### src/include/epv_pkg.sv
// package: constants for the exception priority and vectoring block
package epv_pkg;

  // ==========================================================
  // register byte offsets on the apb bus
  localparam logic [7:0] OFS_CTRL      = 8'h00;
  localparam logic [7:0] OFS_PRIO      = 8'h04;
  localparam logic [7:0] OFS_LOC_EN    = 8'h08;
  localparam logic [7:0] OFS_WAKE_EN   = 8'h0C;
  localparam logic [7:0] OFS_FLAG      = 8'h10;
  localparam logic [7:0] OFS_WAKE_FLAG = 8'h14;
  localparam logic [7:0] OFS_STATUS    = 8'h18;

  // ==========================================================
  // control register field positions
  localparam int CTRL_I_MASK   = 0;
  localparam int CTRL_X_MASK   = 1;
  localparam int CTRL_EDGE_SEL = 2;
  localparam int CTRL_IRQ_CONN = 3;
  localparam int CTRL_CLK_MON_EN    = 4;
  localparam int CTRL_FORCED_MON_EN = 5;
  localparam int STAT_VALID    = 31;
  localparam int STAT_LATCH    = 30;

  // ==========================================================
  // reset values
  localparam logic [5:0] CTRL_RESET = 6'h0B; // i, x masked, irq connected
  localparam logic [7:0] PRIO_RESET = 8'hF2;

  // ==========================================================
  // maskable source table: index k uses vector FFF2 - 2k
  localparam int NUM_SRC  = 25;
  localparam int NUM_WAKE = 15;
  localparam logic [4:0] IDX_IRQ  = 5'd0;
  localparam logic [4:0] IDX_WAKE = 5'd18;
  localparam logic [7:0] PRIO_TOP = 8'hF2;
  localparam logic [7:0] PRIO_LOW = 8'hC2;

  // ==========================================================
  // fixed vectors of the non-maskable sources
  localparam logic [15:0] VEC_RESET  = 16'hFFFE;
  localparam logic [15:0] VEC_CLKMON = 16'hFFFC;
  localparam logic [15:0] VEC_WDOG   = 16'hFFFA;
  localparam logic [15:0] VEC_TRAP   = 16'hFFF8;
  localparam logic [15:0] VEC_SW_TRAP = 16'hFFF6;
  localparam logic [15:0] VEC_NM_PIN  = 16'hFFF4;
  localparam logic [15:0] VEC_MSK_TOP = 16'hFFF2;

  // maskable vector from source index
  function automatic logic [15:0] msk_vector(input logic [4:0] idx);
    msk_vector = VEC_MSK_TOP - {10'h000, idx, 1'b0};
  endfunction : msk_vector

endpackage : epv_pkg

### src/verilog/epv_top.sv
// exception priority and vector selection with apb register file
//
// Function
// every vector 16-bit, top 128 bytes
// six highest vectors: resets, non-maskable sources
// fixed non-maskable order, reset to pin
// pin request taken only while x mask clear
// maskable sources need global mask clear
// global mask set at reset, always writable
// one maskable source promoted to top
// promoted source still masked and locally gated
// promotion never changes a source vector
// priority register writable only while masked
// nonmaskable pin level only; irq may be level
// nothing pending at service gives trap
// irq edge latched, cleared on service
// other sources held in flag bits
// default order F2 down to C2
// clock monitor FFFC, gated by enables only
// accumulator edge DA, mask plus enable
// serial transfer D8, mask plus enable
// key wake ports share CE, per-pin enable
// down counter CC, mask plus enable
// priority register resets to F2
// bad priority code defaults to irq
// edge select: zero level, one falling
// present highest pending vector at boundary
`timescale 1ns/1ps

module epv_top (
  // clock and reset
  input  wire logic        mclk_in,
  input  wire logic        rstn_in,
  // apb slave
  input  wire logic        psel_in,
  input  wire logic        penable_in,
  input  wire logic        pwrite_in,
  input  wire logic [7:0]  paddr_in,
  input  wire logic [31:0] pwdata_in,
  output      logic [31:0] prdata_out,
  output      logic        pready_out,
  output      logic        pslverr_out,
  // request pins, active low, asynchronous
  input  wire logic        irq_n_in,
  input  wire logic        nonmaskable_request_pin_n_in,
  // non-maskable requests from reset logic and core
  input  wire logic        reset_req_in,
  input  wire logic        clkmon_fail_in,
  input  wire logic        wdog_reset_in,
  input  wire logic        unimpl_trap_in,
  input  wire logic        software_trap_in,
  // maskable peripheral events, one-cycle pulses
  input  wire logic [24:0] periph_evt_in,
  input  wire logic [14:0] wake_evt_in,
  // core side
  input  wire logic        service_ack_in,
  output      logic [15:0] vector_out,
  output      logic        vector_valid_out
);

  // ==========================================================
  // state
  // one packed record; the comb block fills a copy each cycle
  typedef struct packed {
    logic        i_mask;
    logic        x_mask;
    logic        edge_sel;
    logic        irq_conn;
    logic        clock_monitor_enable;
    logic        forced_monitor_enable;
    logic [7:0]  prio;
    logic [24:0] loc_en;
    logic [14:0] wake_en;
    logic [24:0] flag;
    logic [14:0] wake_flag;
    logic        irq_prev;
    logic        irq_latch;
    logic [15:0] vec;
    logic        vec_valid;
    logic [31:0] prdata;
    logic        pready;
    logic        pslverr;
  } epv_st_t;

  epv_st_t     st_q;
  epv_st_t     st_d;
  logic [1:0]  rst_sync_q;
  logic        rst_n;
  // filtered, still active-low copies of the two request pins
  logic [1:0]  pin_level;
  logic        irq_lvl_n;
  logic        nm_pin_lvl_n;

  // ==========================================================
  // reset release through two flops
  // assertion stays asynchronous, release is clocked so that no
  // flop leaves reset on a different edge than its neighbours
  always_ff @(posedge mclk_in or negedge rstn_in) begin
    if (!rstn_in) begin
      rst_sync_q <= 2'b00;
    end else begin
      rst_sync_q <= {rst_sync_q[0], 1'b1};
    end
  end

  assign rst_n = rst_sync_q[1];

  // ==========================================================
  // pin synchronisers
  // both request pins come from outside the clock domain; the
  // filtered level lags the pin by four edges
  epv_sync #(
    .W (2)
  ) epv_sync_inst (
    .clk_in    (mclk_in),
    .rst_n_in  (rst_n),
    .pin_in    ({nonmaskable_request_pin_n_in, irq_n_in}),
    .level_out (pin_level)
  );

  assign irq_lvl_n    = pin_level[0];
  assign nm_pin_lvl_n = pin_level[1];

  // ==========================================================
  // promotion code to source index; bad codes fall back to irq
  // odd codes and codes outside the table name no source, so the
  // external request keeps the top slot instead
  function automatic logic [4:0] prio_index(input logic [7:0] code);
    logic [7:0] diff;
    diff = epv_pkg::PRIO_TOP - code;
    if (code > epv_pkg::PRIO_TOP || code < epv_pkg::PRIO_LOW ||
        code[0]) begin
      prio_index = epv_pkg::IDX_IRQ;
    end else begin
      prio_index = diff[5:1];
    end
  endfunction : prio_index

  // ==========================================================
  // request evaluation, selection and register access
  // one pass per cycle: pending, gating, ordering, then the bus;
  // every result is registered, so the core sees it one edge later
  always_comb begin
    logic [24:0] pend;
    logic [24:0] req;
    logic [4:0]  prom;
    logic [4:0]  sel;
    logic        msk_any;
    logic        nm_any;
    logic [15:0] nm_vec;
    logic        irq_fall;
    logic        acc;
    logic        wr;
    logic        rd_ok;
    logic [31:0] rdat;
    logic        irq_served;
    pend       = '0;
    req        = '0;
    prom       = '0;
    sel        = '0;
    msk_any    = 1'b0;
    nm_any     = 1'b1;
    nm_vec     = epv_pkg::VEC_TRAP;
    irq_fall   = 1'b0;
    acc        = 1'b0;
    wr         = 1'b0;
    rd_ok      = 1'b1;
    rdat       = '0;
    irq_served = 1'b0;
    st_d       = st_q;

    // irq edge detect on the filtered pin, falling edge only
    // prev resets high, so no false edge follows reset
    st_d.irq_prev = irq_lvl_n;
    irq_fall = st_q.irq_prev & ~irq_lvl_n & st_q.irq_conn;
    irq_served = service_ack_in && st_q.vec_valid &&
                 st_q.vec == epv_pkg::VEC_MSK_TOP;

    // latch cleared on service, a fresh edge wins the same cycle
    // edge mode only; level mode keeps the latch empty
    if (st_q.edge_sel && irq_fall) begin
      st_d.irq_latch = 1'b1;
    end else if (irq_served || !st_q.edge_sel) begin
      st_d.irq_latch = 1'b0;
    end

    // pending vector: irq by mode, key wake per pin, rest from flags
    // the wake slot is rebuilt each cycle from its own flags
    pend = st_q.flag;
    if (st_q.edge_sel) begin
      pend[epv_pkg::IDX_IRQ] = st_q.irq_latch;
    end else begin
      pend[epv_pkg::IDX_IRQ] = ~irq_lvl_n;
    end
    pend[epv_pkg::IDX_WAKE] = |(st_q.wake_flag & st_q.wake_en);

    // local enables; irq uses connect bit, wake uses per-pin enables
    // the global mask comes last and also blocks a promoted source
    req = pend & st_q.loc_en;
    req[epv_pkg::IDX_IRQ]  = pend[epv_pkg::IDX_IRQ] & st_q.irq_conn;
    req[epv_pkg::IDX_WAKE] = pend[epv_pkg::IDX_WAKE];
    if (st_q.i_mask) begin
      req = '0;
    end

    // default order: lowest index (highest vector) first
    // loop runs from the bottom so the highest vector is left in sel
    for (int k = epv_pkg::NUM_SRC - 1; k >= 0; k--) begin
      if (req[k]) begin
        sel = 5'(k);
      end
    end
    msk_any = |req;
    // promotion only reorders; the vector still follows the index
    prom = prio_index(st_q.prio);
    if (req[prom]) begin
      sel = prom;
    end

    // fixed non-maskable order
    // clock monitor counts only when one of its enables is set;
    // the pin request is level only and waits for the x mask
    if (reset_req_in) begin
      nm_vec = epv_pkg::VEC_RESET;
    end else if (clkmon_fail_in && (st_q.clock_monitor_enable ||
                 st_q.forced_monitor_enable)) begin
      nm_vec = epv_pkg::VEC_CLKMON;
    end else if (wdog_reset_in) begin
      nm_vec = epv_pkg::VEC_WDOG;
    end else if (unimpl_trap_in) begin
      nm_vec = epv_pkg::VEC_TRAP;
    end else if (software_trap_in) begin
      nm_vec = epv_pkg::VEC_SW_TRAP;
    end else if (!nm_pin_lvl_n && !st_q.x_mask) begin
      nm_vec = epv_pkg::VEC_NM_PIN;
    end else begin
      nm_any = 1'b0;
    end

    // presented vector; trap when nothing remains pending
    // valid low with the trap vector, so a core that services
    // anyway lands in the trap routine
    if (nm_any) begin
      st_d.vec       = nm_vec;
      st_d.vec_valid = 1'b1;
    end else if (msk_any) begin
      st_d.vec       = epv_pkg::msk_vector(sel);
      st_d.vec_valid = 1'b1;
    end else begin
      st_d.vec       = epv_pkg::VEC_TRAP;
      st_d.vec_valid = 1'b0;
    end

    // apb: one wait state, write lands on the completing edge
    // the wait gives the read mux a full cycle; pready drops by
    // itself, so back-to-back transfers see a fresh setup
    acc = psel_in & penable_in;
    st_d.pready = acc & ~st_q.pready;
    wr = acc & st_q.pready & pwrite_in;

    // read decode, also flags unmapped addresses
    // status is read-only; writes to it are quietly dropped
    if (paddr_in == epv_pkg::OFS_CTRL) begin
      rdat = {26'h000_0000, st_q.forced_monitor_enable,
              st_q.clock_monitor_enable, st_q.irq_conn,
              st_q.edge_sel, st_q.x_mask, st_q.i_mask};
    end else if (paddr_in == epv_pkg::OFS_PRIO) begin
      rdat = {24'h00_0000, st_q.prio};
    end else if (paddr_in == epv_pkg::OFS_LOC_EN) begin
      rdat = {7'h00, st_q.loc_en};
    end else if (paddr_in == epv_pkg::OFS_WAKE_EN) begin
      rdat = {17'h0_0000, st_q.wake_en};
    end else if (paddr_in == epv_pkg::OFS_FLAG) begin
      rdat = {7'h00, st_q.flag};
    end else if (paddr_in == epv_pkg::OFS_WAKE_FLAG) begin
      rdat = {17'h0_0000, st_q.wake_flag};
    end else if (paddr_in == epv_pkg::OFS_STATUS) begin
      rdat = '0;
      rdat[epv_pkg::STAT_VALID] = st_q.vec_valid;
      rdat[epv_pkg::STAT_LATCH] = st_q.irq_latch;
      rdat[15:0] = st_q.vec;
    end else begin
      rd_ok = 1'b0;
    end
    st_d.prdata  = (st_d.pready && !pwrite_in) ? rdat : '0;
    st_d.pslverr = st_d.pready & ~rd_ok;

    // register writes
    // the mask bits stay writable at all times
    if (wr && paddr_in == epv_pkg::OFS_CTRL) begin
      st_d.i_mask   = pwdata_in[epv_pkg::CTRL_I_MASK];
      st_d.x_mask   = pwdata_in[epv_pkg::CTRL_X_MASK];
      st_d.edge_sel = pwdata_in[epv_pkg::CTRL_EDGE_SEL];
      st_d.irq_conn = pwdata_in[epv_pkg::CTRL_IRQ_CONN];
      st_d.clock_monitor_enable  = pwdata_in[epv_pkg::CTRL_CLK_MON_EN];
      st_d.forced_monitor_enable = pwdata_in[epv_pkg::CTRL_FORCED_MON_EN];
    end else if (wr && paddr_in == epv_pkg::OFS_PRIO) begin
      // ignored while interrupts are enabled, to keep order stable
      if (st_q.i_mask) begin
        st_d.prio = pwdata_in[7:0];
      end
    end else if (wr && paddr_in == epv_pkg::OFS_LOC_EN) begin
      st_d.loc_en = pwdata_in[24:0];
    end else if (wr && paddr_in == epv_pkg::OFS_WAKE_EN) begin
      st_d.wake_en = pwdata_in[14:0];
    end

    // flags: write one to clear, a new event in the same cycle wins
    // bits 0 and 18 never hold a flag: the pin and the wake ports
    // have their own storage
    if (wr && paddr_in == epv_pkg::OFS_FLAG) begin
      st_d.flag = st_q.flag & ~pwdata_in[24:0];
    end
    if (wr && paddr_in == epv_pkg::OFS_WAKE_FLAG) begin
      st_d.wake_flag = st_q.wake_flag & ~pwdata_in[14:0];
    end
    st_d.flag = st_d.flag | periph_evt_in;
    st_d.flag[epv_pkg::IDX_IRQ]  = 1'b0;
    st_d.flag[epv_pkg::IDX_WAKE] = 1'b0;
    st_d.wake_flag = st_d.wake_flag | wake_evt_in;
  end

  // ==========================================================
  // state register; masks set and irq promoted out of reset
  // everything not named here resets to zero: enables, flags, bus
  always_ff @(posedge mclk_in or negedge rst_n) begin
    if (!rst_n) begin
      st_q           <= '0;
      st_q.i_mask    <= epv_pkg::CTRL_RESET[epv_pkg::CTRL_I_MASK];
      st_q.x_mask    <= epv_pkg::CTRL_RESET[epv_pkg::CTRL_X_MASK];
      st_q.edge_sel  <= epv_pkg::CTRL_RESET[epv_pkg::CTRL_EDGE_SEL];
      st_q.irq_conn  <= epv_pkg::CTRL_RESET[epv_pkg::CTRL_IRQ_CONN];
      st_q.prio      <= epv_pkg::PRIO_RESET;
      st_q.irq_prev  <= 1'b1;
      st_q.vec       <= epv_pkg::VEC_TRAP;
    end else begin
      st_q <= st_d;
    end
  end

  // ==========================================================
  // outputs straight from flops
  // no logic between the state flops and the pins
  assign prdata_out       = st_q.prdata;
  assign pready_out       = st_q.pready;
  assign pslverr_out      = st_q.pslverr;
  assign vector_out       = st_q.vec;
  assign vector_valid_out = st_q.vec_valid;

endmodule : epv_top

### src/verilog/epv_sync.sv
// three-stage pin synchroniser with agreement filter
`timescale 1ns/1ps

module epv_sync #(
  parameter int W = 2
) (
  // clock and reset
  input  wire logic         clk_in,
  input  wire logic         rst_n_in,
  // asynchronous pins and filtered copy
  input  wire logic [W-1:0] pin_in,
  output      logic [W-1:0] level_out
);

  typedef struct packed {
    logic [W-1:0] s1;
    logic [W-1:0] s2;
    logic [W-1:0] s3;
    logic [W-1:0] level;
  } epv_sync_st_t;

  epv_sync_st_t st_q;
  epv_sync_st_t st_d;

  // ==========================================================
  // next state: first stage feeds only the second
  always_comb begin
    st_d    = st_q;
    st_d.s1 = pin_in;
    st_d.s2 = st_q.s1;
    st_d.s3 = st_q.s2;
    for (int i = 0; i < W; i++) begin
      // a change counts only once stages two and three agree
      if (st_q.s2[i] == st_q.s3[i]) begin
        st_d.level[i] = st_q.s3[i];
      end
    end
  end

  // ==========================================================
  // pins idle high (active-low requests)
  always_ff @(posedge clk_in or negedge rst_n_in) begin
    if (!rst_n_in) begin
      st_q <= '1;
    end else begin
      st_q <= st_d;
    end
  end

  assign level_out = st_q.level;

endmodule : epv_sync

### config.mk
export PLATFORM = sky130hd
export DESIGN_NAME = epv_top
export DESIGN_NICKNAME = d
export VERILOG_FILES = /design/src/include/epv_pkg.sv /design/src/verilog/epv_top.sv /design/src/verilog/epv_sync.sv
export SDC_FILE = /design/constraint.sdc
export NUM_CORES = 1
export LEC_CHECK = 0
export BUFFER_PORTS_ARGS = -buffer_cell sky130_fd_sc_hd__buf_2
export CORE_MARGIN = 5
export CORE_UTILIZATION = 35
export DETAILED_ROUTE_END_ITERATION = 7
export SLEW_MARGIN = 20
export SYNTH_ARGS = -nofsm -noshare
export SYNTH_HDL_FRONTEND = slang
export SYNTH_SLANG_ARGS = --single-unit
### constraint.sdc
create_clock -name mclk_in -period 3.97 [get_ports mclk_in]
set_input_delay 0.397 -clock mclk_in [delete_from_list [all_inputs] [get_ports mclk_in]]
set_output_delay 0.397 -clock mclk_in [all_outputs]
set_load 0.01 [all_outputs]
---- After elaboration in Yosys (flattened, before gate mapping) ----
Index checks and enable logic that the tools add are counted.
word-level totals
  register bits ........................... 155
  bits of input ports ..................... 93
  output and inout port bits .............. 51
  word-level logic and storage cells ...... 151
cells by class
  $add $sub $neg .......................... 2
  $lt $le $gt $ge ......................... 3
  equal/unequal tests ..................... 9
  mux-type cells .......................... 64
  bitwise logic cells ..................... 22
  reduce and logical (&&, ||, !) cells .... 27
operator list
  operator                                              number
  2-to-1 mux 32 bit                                     8
  2-to-1 mux 5 bit                                      27
  AND 25 bit                                            2
  2-to-1 mux 25 bit                                     2
  2-to-1 mux 17 bit                                     2
  AND 15 bit                                            2
  NOT 25 bit                                            1
  bitwise OR 25 bit                                     1
  OR reduction 25 bit                                   1
  equality test 8 x 5 -> 1 bit, second input constant   3
  2-to-1 mux 4 bit                                      6
  2-to-1 mux 1 bit                                      17
  equality test 16 bit, second input constant           1
  equality test 8 x 4 -> 1 bit, second input constant   2
  2-to-1 mux 15 bit                                     1
  NOT 15 bit                                            1
  bitwise OR 15 bit                                     1
  OR reduction 15 bit                                   1
  logical AND 1 bit                                     12
  AND 1 bit                                             8
  equality test 8 x 3 -> 1 bit, second input constant   1
  greater-than comparator 8 bit, second input constant  1
  logical NOT 8 bit                                     1
  less-than comparator 8 bit, second input constant     1
  11 further kinds                                      24

---- Depth between registers and ports, before layout ----
  depth in word-level cells ............... 33
  gate-level depth with buffers ........... 13
  mapped depth without buffers ............ 13

---- Hierarchy ----
Synthesis repeated with hierarchy kept, for this count alone.
second synthesis, totals
  cells, all modules ...................... 704
  area total of the unflattened synthesis .. 7,355.8 sq um
by module, submodules not included
  module    instances  cells each  area an instance (sq um)  sequential area each (sq um)
  epv_top   1          692         7,108.1                   3,319.4
  epv_sync  1          12          247.7                     210.2

---- Worst setup path after synthesis ----
OpenSTA, ideal clock, no wires.
  path kind ............................... register to register
  start ................................... register st_q[134] in the netlist's numbering
  end ..................................... register st_q (netlist bit vector_out[6])
  setup time .............................. 0.094 ns
  arrival time ............................ 3.216 ns
  data required time ...................... 3.876 ns
  setup slack ............................. 0.660 ns
  cell stages (with the launch flop) ...... 13
  path buffers ............................ 1
  clock period less this slack ............ 3.310 ns
  path through ............................ dfstp_2 > ha_1 > xor2_1 > clkbuf_1 > mux2i_1 > a21oi_1 > mux2_2 > o31ai_2 > nand3_2 > nor3b_4 > mux2i_1 > ha_1 > or4_1
RTL lines
  what                    RTL line        text
  start, declared         epv_top.sv:85   epv_st_t st_q;
  start signal, assigned  epv_top.sv:337  st_q <= st_d;

==> results.yml <==
outcome:
  status: "finished clean"
setup_path:
  r2r_end: "vector_out[6]"
  rr_worst_depth: 11
  max_stage_delay_ns: 0.62
  setup.worst_path.end: "vector_out[6]"
  critPathMaxFanout: 8
  crit_required_ns: 4.31
  crit_path_cell_trace: "ha_1, xor2_1, o21ai_0, nor3_2, mux2_2, o31ai_2, nand3_2, nor3b_4, mux2i_1, ha_1, or4_1"
  cp_slowest_cell: "dfstp_2"
  arrival_ns: 4.00
  cp-start-kind: "flop"
  path_common_cell: "ha_1"
  critical_path_class: "reg2reg"
  rr_startpoint: "st_q[134]"
  ff2ff_setup_slack_ns: 0.31
  end_kind: "flop"
  critPathLaunch: "st_q[134]"
clock_tree:
  cts_setup_buffers: 0
  cts_tree: "built"
  clk_pin_slew_ns: 0.06
  cts-buffers-inserted: 17
  clk-insertion-delay-late_ns: 0.42
  h-tree-depth: 4
  clockBufferDepth: 2
  cts_sinks: 140
  root_buffer: "clkbuf_16"
global_route:
  overflow: 0
  grt_max_degree: 77
  grt_pass1_vias: 5628
  grt_pass1_wl_um: 31600
  antenna_found_initial: 0
  groute.usage.overall_pct: 17.3
floorplan:
  ioPinCount: 144
  die_x_um: 153
  die_h_um: 153
  rows: 52
  start_util_pct: 35.6
  core_area_um2: 20200
  die_area_um2: 23500
synth:
  async_flop_share_pct: 100
  avgSynthCellArea_um2: 10.8
  synth_warnings: 0
  yosysTopAreaCellShare_pct: 41.4
  syn-cell-area_um2: 7200
  synth_edf_count: 0
  synth_seq_area_share_pct: 49.0
  synth_cell_types: 78
  syn-instance-count: 669
  synth-seq-cells: 140
  synth.largest_area_cell: "dfrtp_1"
  netlist_top_cells_area: "dfrtp_1 (41%), mux2_2 (8.8%), dfstp_2 (7.7%)"
  synth-main-ff-cell: "dfrtp_1"
place:
  place_ws_ns: 0.343
  gp_congestion: 0.870
  io_buffers: 119
  hpwl_um: 15000
  dp.cells: 1017
route:
  ant_nets: 0
  wl_per_cell_um: 19.6
  drt_iter0_drc: 325
  vias: 5548
  via_per_inst: 5.28
  drc: 0
  wirelength_um: 20600
  first_pass_iters: 5
timing:
  slew_viol_final: 0
  fin_crit_ns: 3.66
  finalCritPeriodShare_pct: 92.2
  worstMarginPinSlew_ns: 0.832
  rsz0062_at_grt: "no"
  fmax_mhz: 273
  setup_viol: 0
  fin_ws_ns: 0.310
  setup-tns-final_ns: 0
  slew-limit-headroom_pct: 44.5
  fin_worst_skew_ns: 0.00941
  hold_violations: 0
power:
  p_sw_mw: 0.753
  combPwrFrac_pct: 4.9
  seq_power_share_pct: 47.1
  p_int_mw: 2.36
  ir_worst_vdd_uv: 275
  power_leakage_nw: 3.66
  p_clk_share_pct: 48.0
  p_per_area_nw_per_um2: 368
  switching_share_pct: 24.2
layout:
  diodes: 0
  drive_above_1_share_pct: 34.9
  layoutNonFillerInstCount: 1050
  fin_nets: 863
  area_delta_synth_final_pct: 17.5
min_path:
  hold_path.class: "in2reg"
job:
  drv_cap: 0
[routing by layer]
layer / wire length, um / part of all wire (%) / track usage, %
met5: 0 / 0 / 0
met2: 9380 / 46 / 26.4
met1: 9330 / 45 / 23.5
met4: 482 / 2.3 / 5.72
met3: 1390 / 6.8 / 5.15
[stage by stage]
| stage | power, mW | hold slack [ns] | utilization (%) | instance area [um2] |
|---|---|---|---|---|
| after floorplan | 1.57 | 0.101 | - | 7250 |
| after global placement | 1.64 | 0.183 | 39.0 | 7890 |
| after detailed placement | 1.65 | 0.185 | 39.0 | 7890 |
| after CTS | 3.14 | 0.0631 | 41.8 | 8450 |
| after global routing | 3.22 | 0.0601 | 41.8 | 8450 |
| final | 3.11 | 0.0750 | 41.8 | 8450 |
[worst min-delay path by stage]
stage / start / end / slack (ns) / cells past startpoint
6_report: nonmaskable_request_pin_n_in / epv_sync_inst.st_d[5] / 0.07 / 1
5_1_grt: irq_n_in / epv_sync_inst.st_d[4] / 0.06 / 1
4_1_cts: nonmaskable_request_pin_n_in / epv_sync_inst.st_d[5] / 0.06 / 1
3_5_place_dp: rstn_in / rst_sync_q[0] / 0.18 / 1
3_3_place_gp: rstn_in / rst_sync_q[0] / 0.18 / 1
2_1_floorplan: rstn_in / rst_sync_q[0] / 0.10 / 0
[layout by cell type (no fill, tap or decap), types with 4 or more instances in the layout]
cell	n
nand2b_1	6
buf_4	16
nand4_1	5
clkinvlp_4	4
nor3_1	9
and3_1	4
dfrtp_1	118
inv_1	5
and2_1	4
nand3_1	16
mux2_2	56
a21oi_1	16
or3_1	4
nor2_1	40
dfstp_2	21
a41oi_1	4
buf_2	119
o21ai_0	14
a211oi_1	13
conb_1	16
a22o_1	7
a221oi_1	14
a22oi_1	21
nand2_1	82
a31oi_1	4
a21o_1	38
mux2i_1	18
xor2_1	4
nor3_2	4
clkbuf_16	17
[worst max-delay path, delay by kind of cell, from the launching register on]
kind | cells | cell delay (ns)
simple gates | 4 | 1.19
compound gates | 2 | 0.43
flops | 1 | 0.62
xor+xnor | 1 | 0.32
mux | 2 | 0.57
fa+ha+maj | 2 | 0.45
[kinds of logic (layout without fill, tap and decap cells)]
family | Yosys count | after routing | synth area share [%]
fa+ha+maj | 5 | 5 | 0.800
simple gates | 204 | 204 | 14.4
flops | 140 | 140 | 49.0
xor+xnor | 6 | 6 | 0.730
buf+inv | 78 | 175 | 6.61
compound gates | 159 | 159 | 16.8
other cells | 2 | 16 | 0.104
mux | 75 | 75 | 11.5
[what timing repair did]
item / 4_1_cts / 5_1_grt
resized for setup: 0 / 0
endpoints found under the hold margin: 2 / 0
hold buffers: 1 / 0
endpoints found under the setup margin: 0 / 0
[cell usage after synthesis (all sizes together), types with 14 or more instances]
| cell | n |
|---|---|
| nand2 | 82 |
| nor2 | 40 |
| dfstp | 21 |
| buf | 53 |
| o21ai | 14 |
| a21oi | 17 |
| a21o | 38 |
| a22oi | 21 |
| a211oi | 14 |
| mux2i | 18 |
| clkbuf | 19 |
| mux2 | 57 |
| a221oi | 14 |
| nand3 | 17 |
| dfrtp | 119 |
[power groups by stage]
stage | Clock (mW) | Sequential (mW) | Combinational [mW]
floorplan | 0 | 1.50 | 0.0717
global placement | 0 | 1.49 | 0.152
detailed placement | 0 | 1.49 | 0.153
CTS | 1.52 | 1.47 | 0.154
global route | 1.58 | 1.47 | 0.167
finish | 1.49 | 1.47 | 0.152
[registers in the layout, indices dropped and copies added (netlist names)]
signal and cells:
epv_sync_inst.level_out 2, pslverr_out 1, rst_sync_q 2, epv_sync_inst.st_d 4
st_q 94, prdata_out 27, vector_valid_out 1, vector_out 6
pready_out 1, epv_sync_inst.st_q 2
[final cells by class]
cell class | instances | area (um2)
Tap cell | 270 | 338
Multi-Input combinational cell | 465 | 3260
Inverter | 6 | 22.5
Clock buffer | 20 | 467
Clock inverter | 12 | 86.3
Fill cell | 1972 | 11800
Sequential cell | 140 | 3530
Timing Repair Buffer | 137 | 746
(Power assumes the default switching activity.)
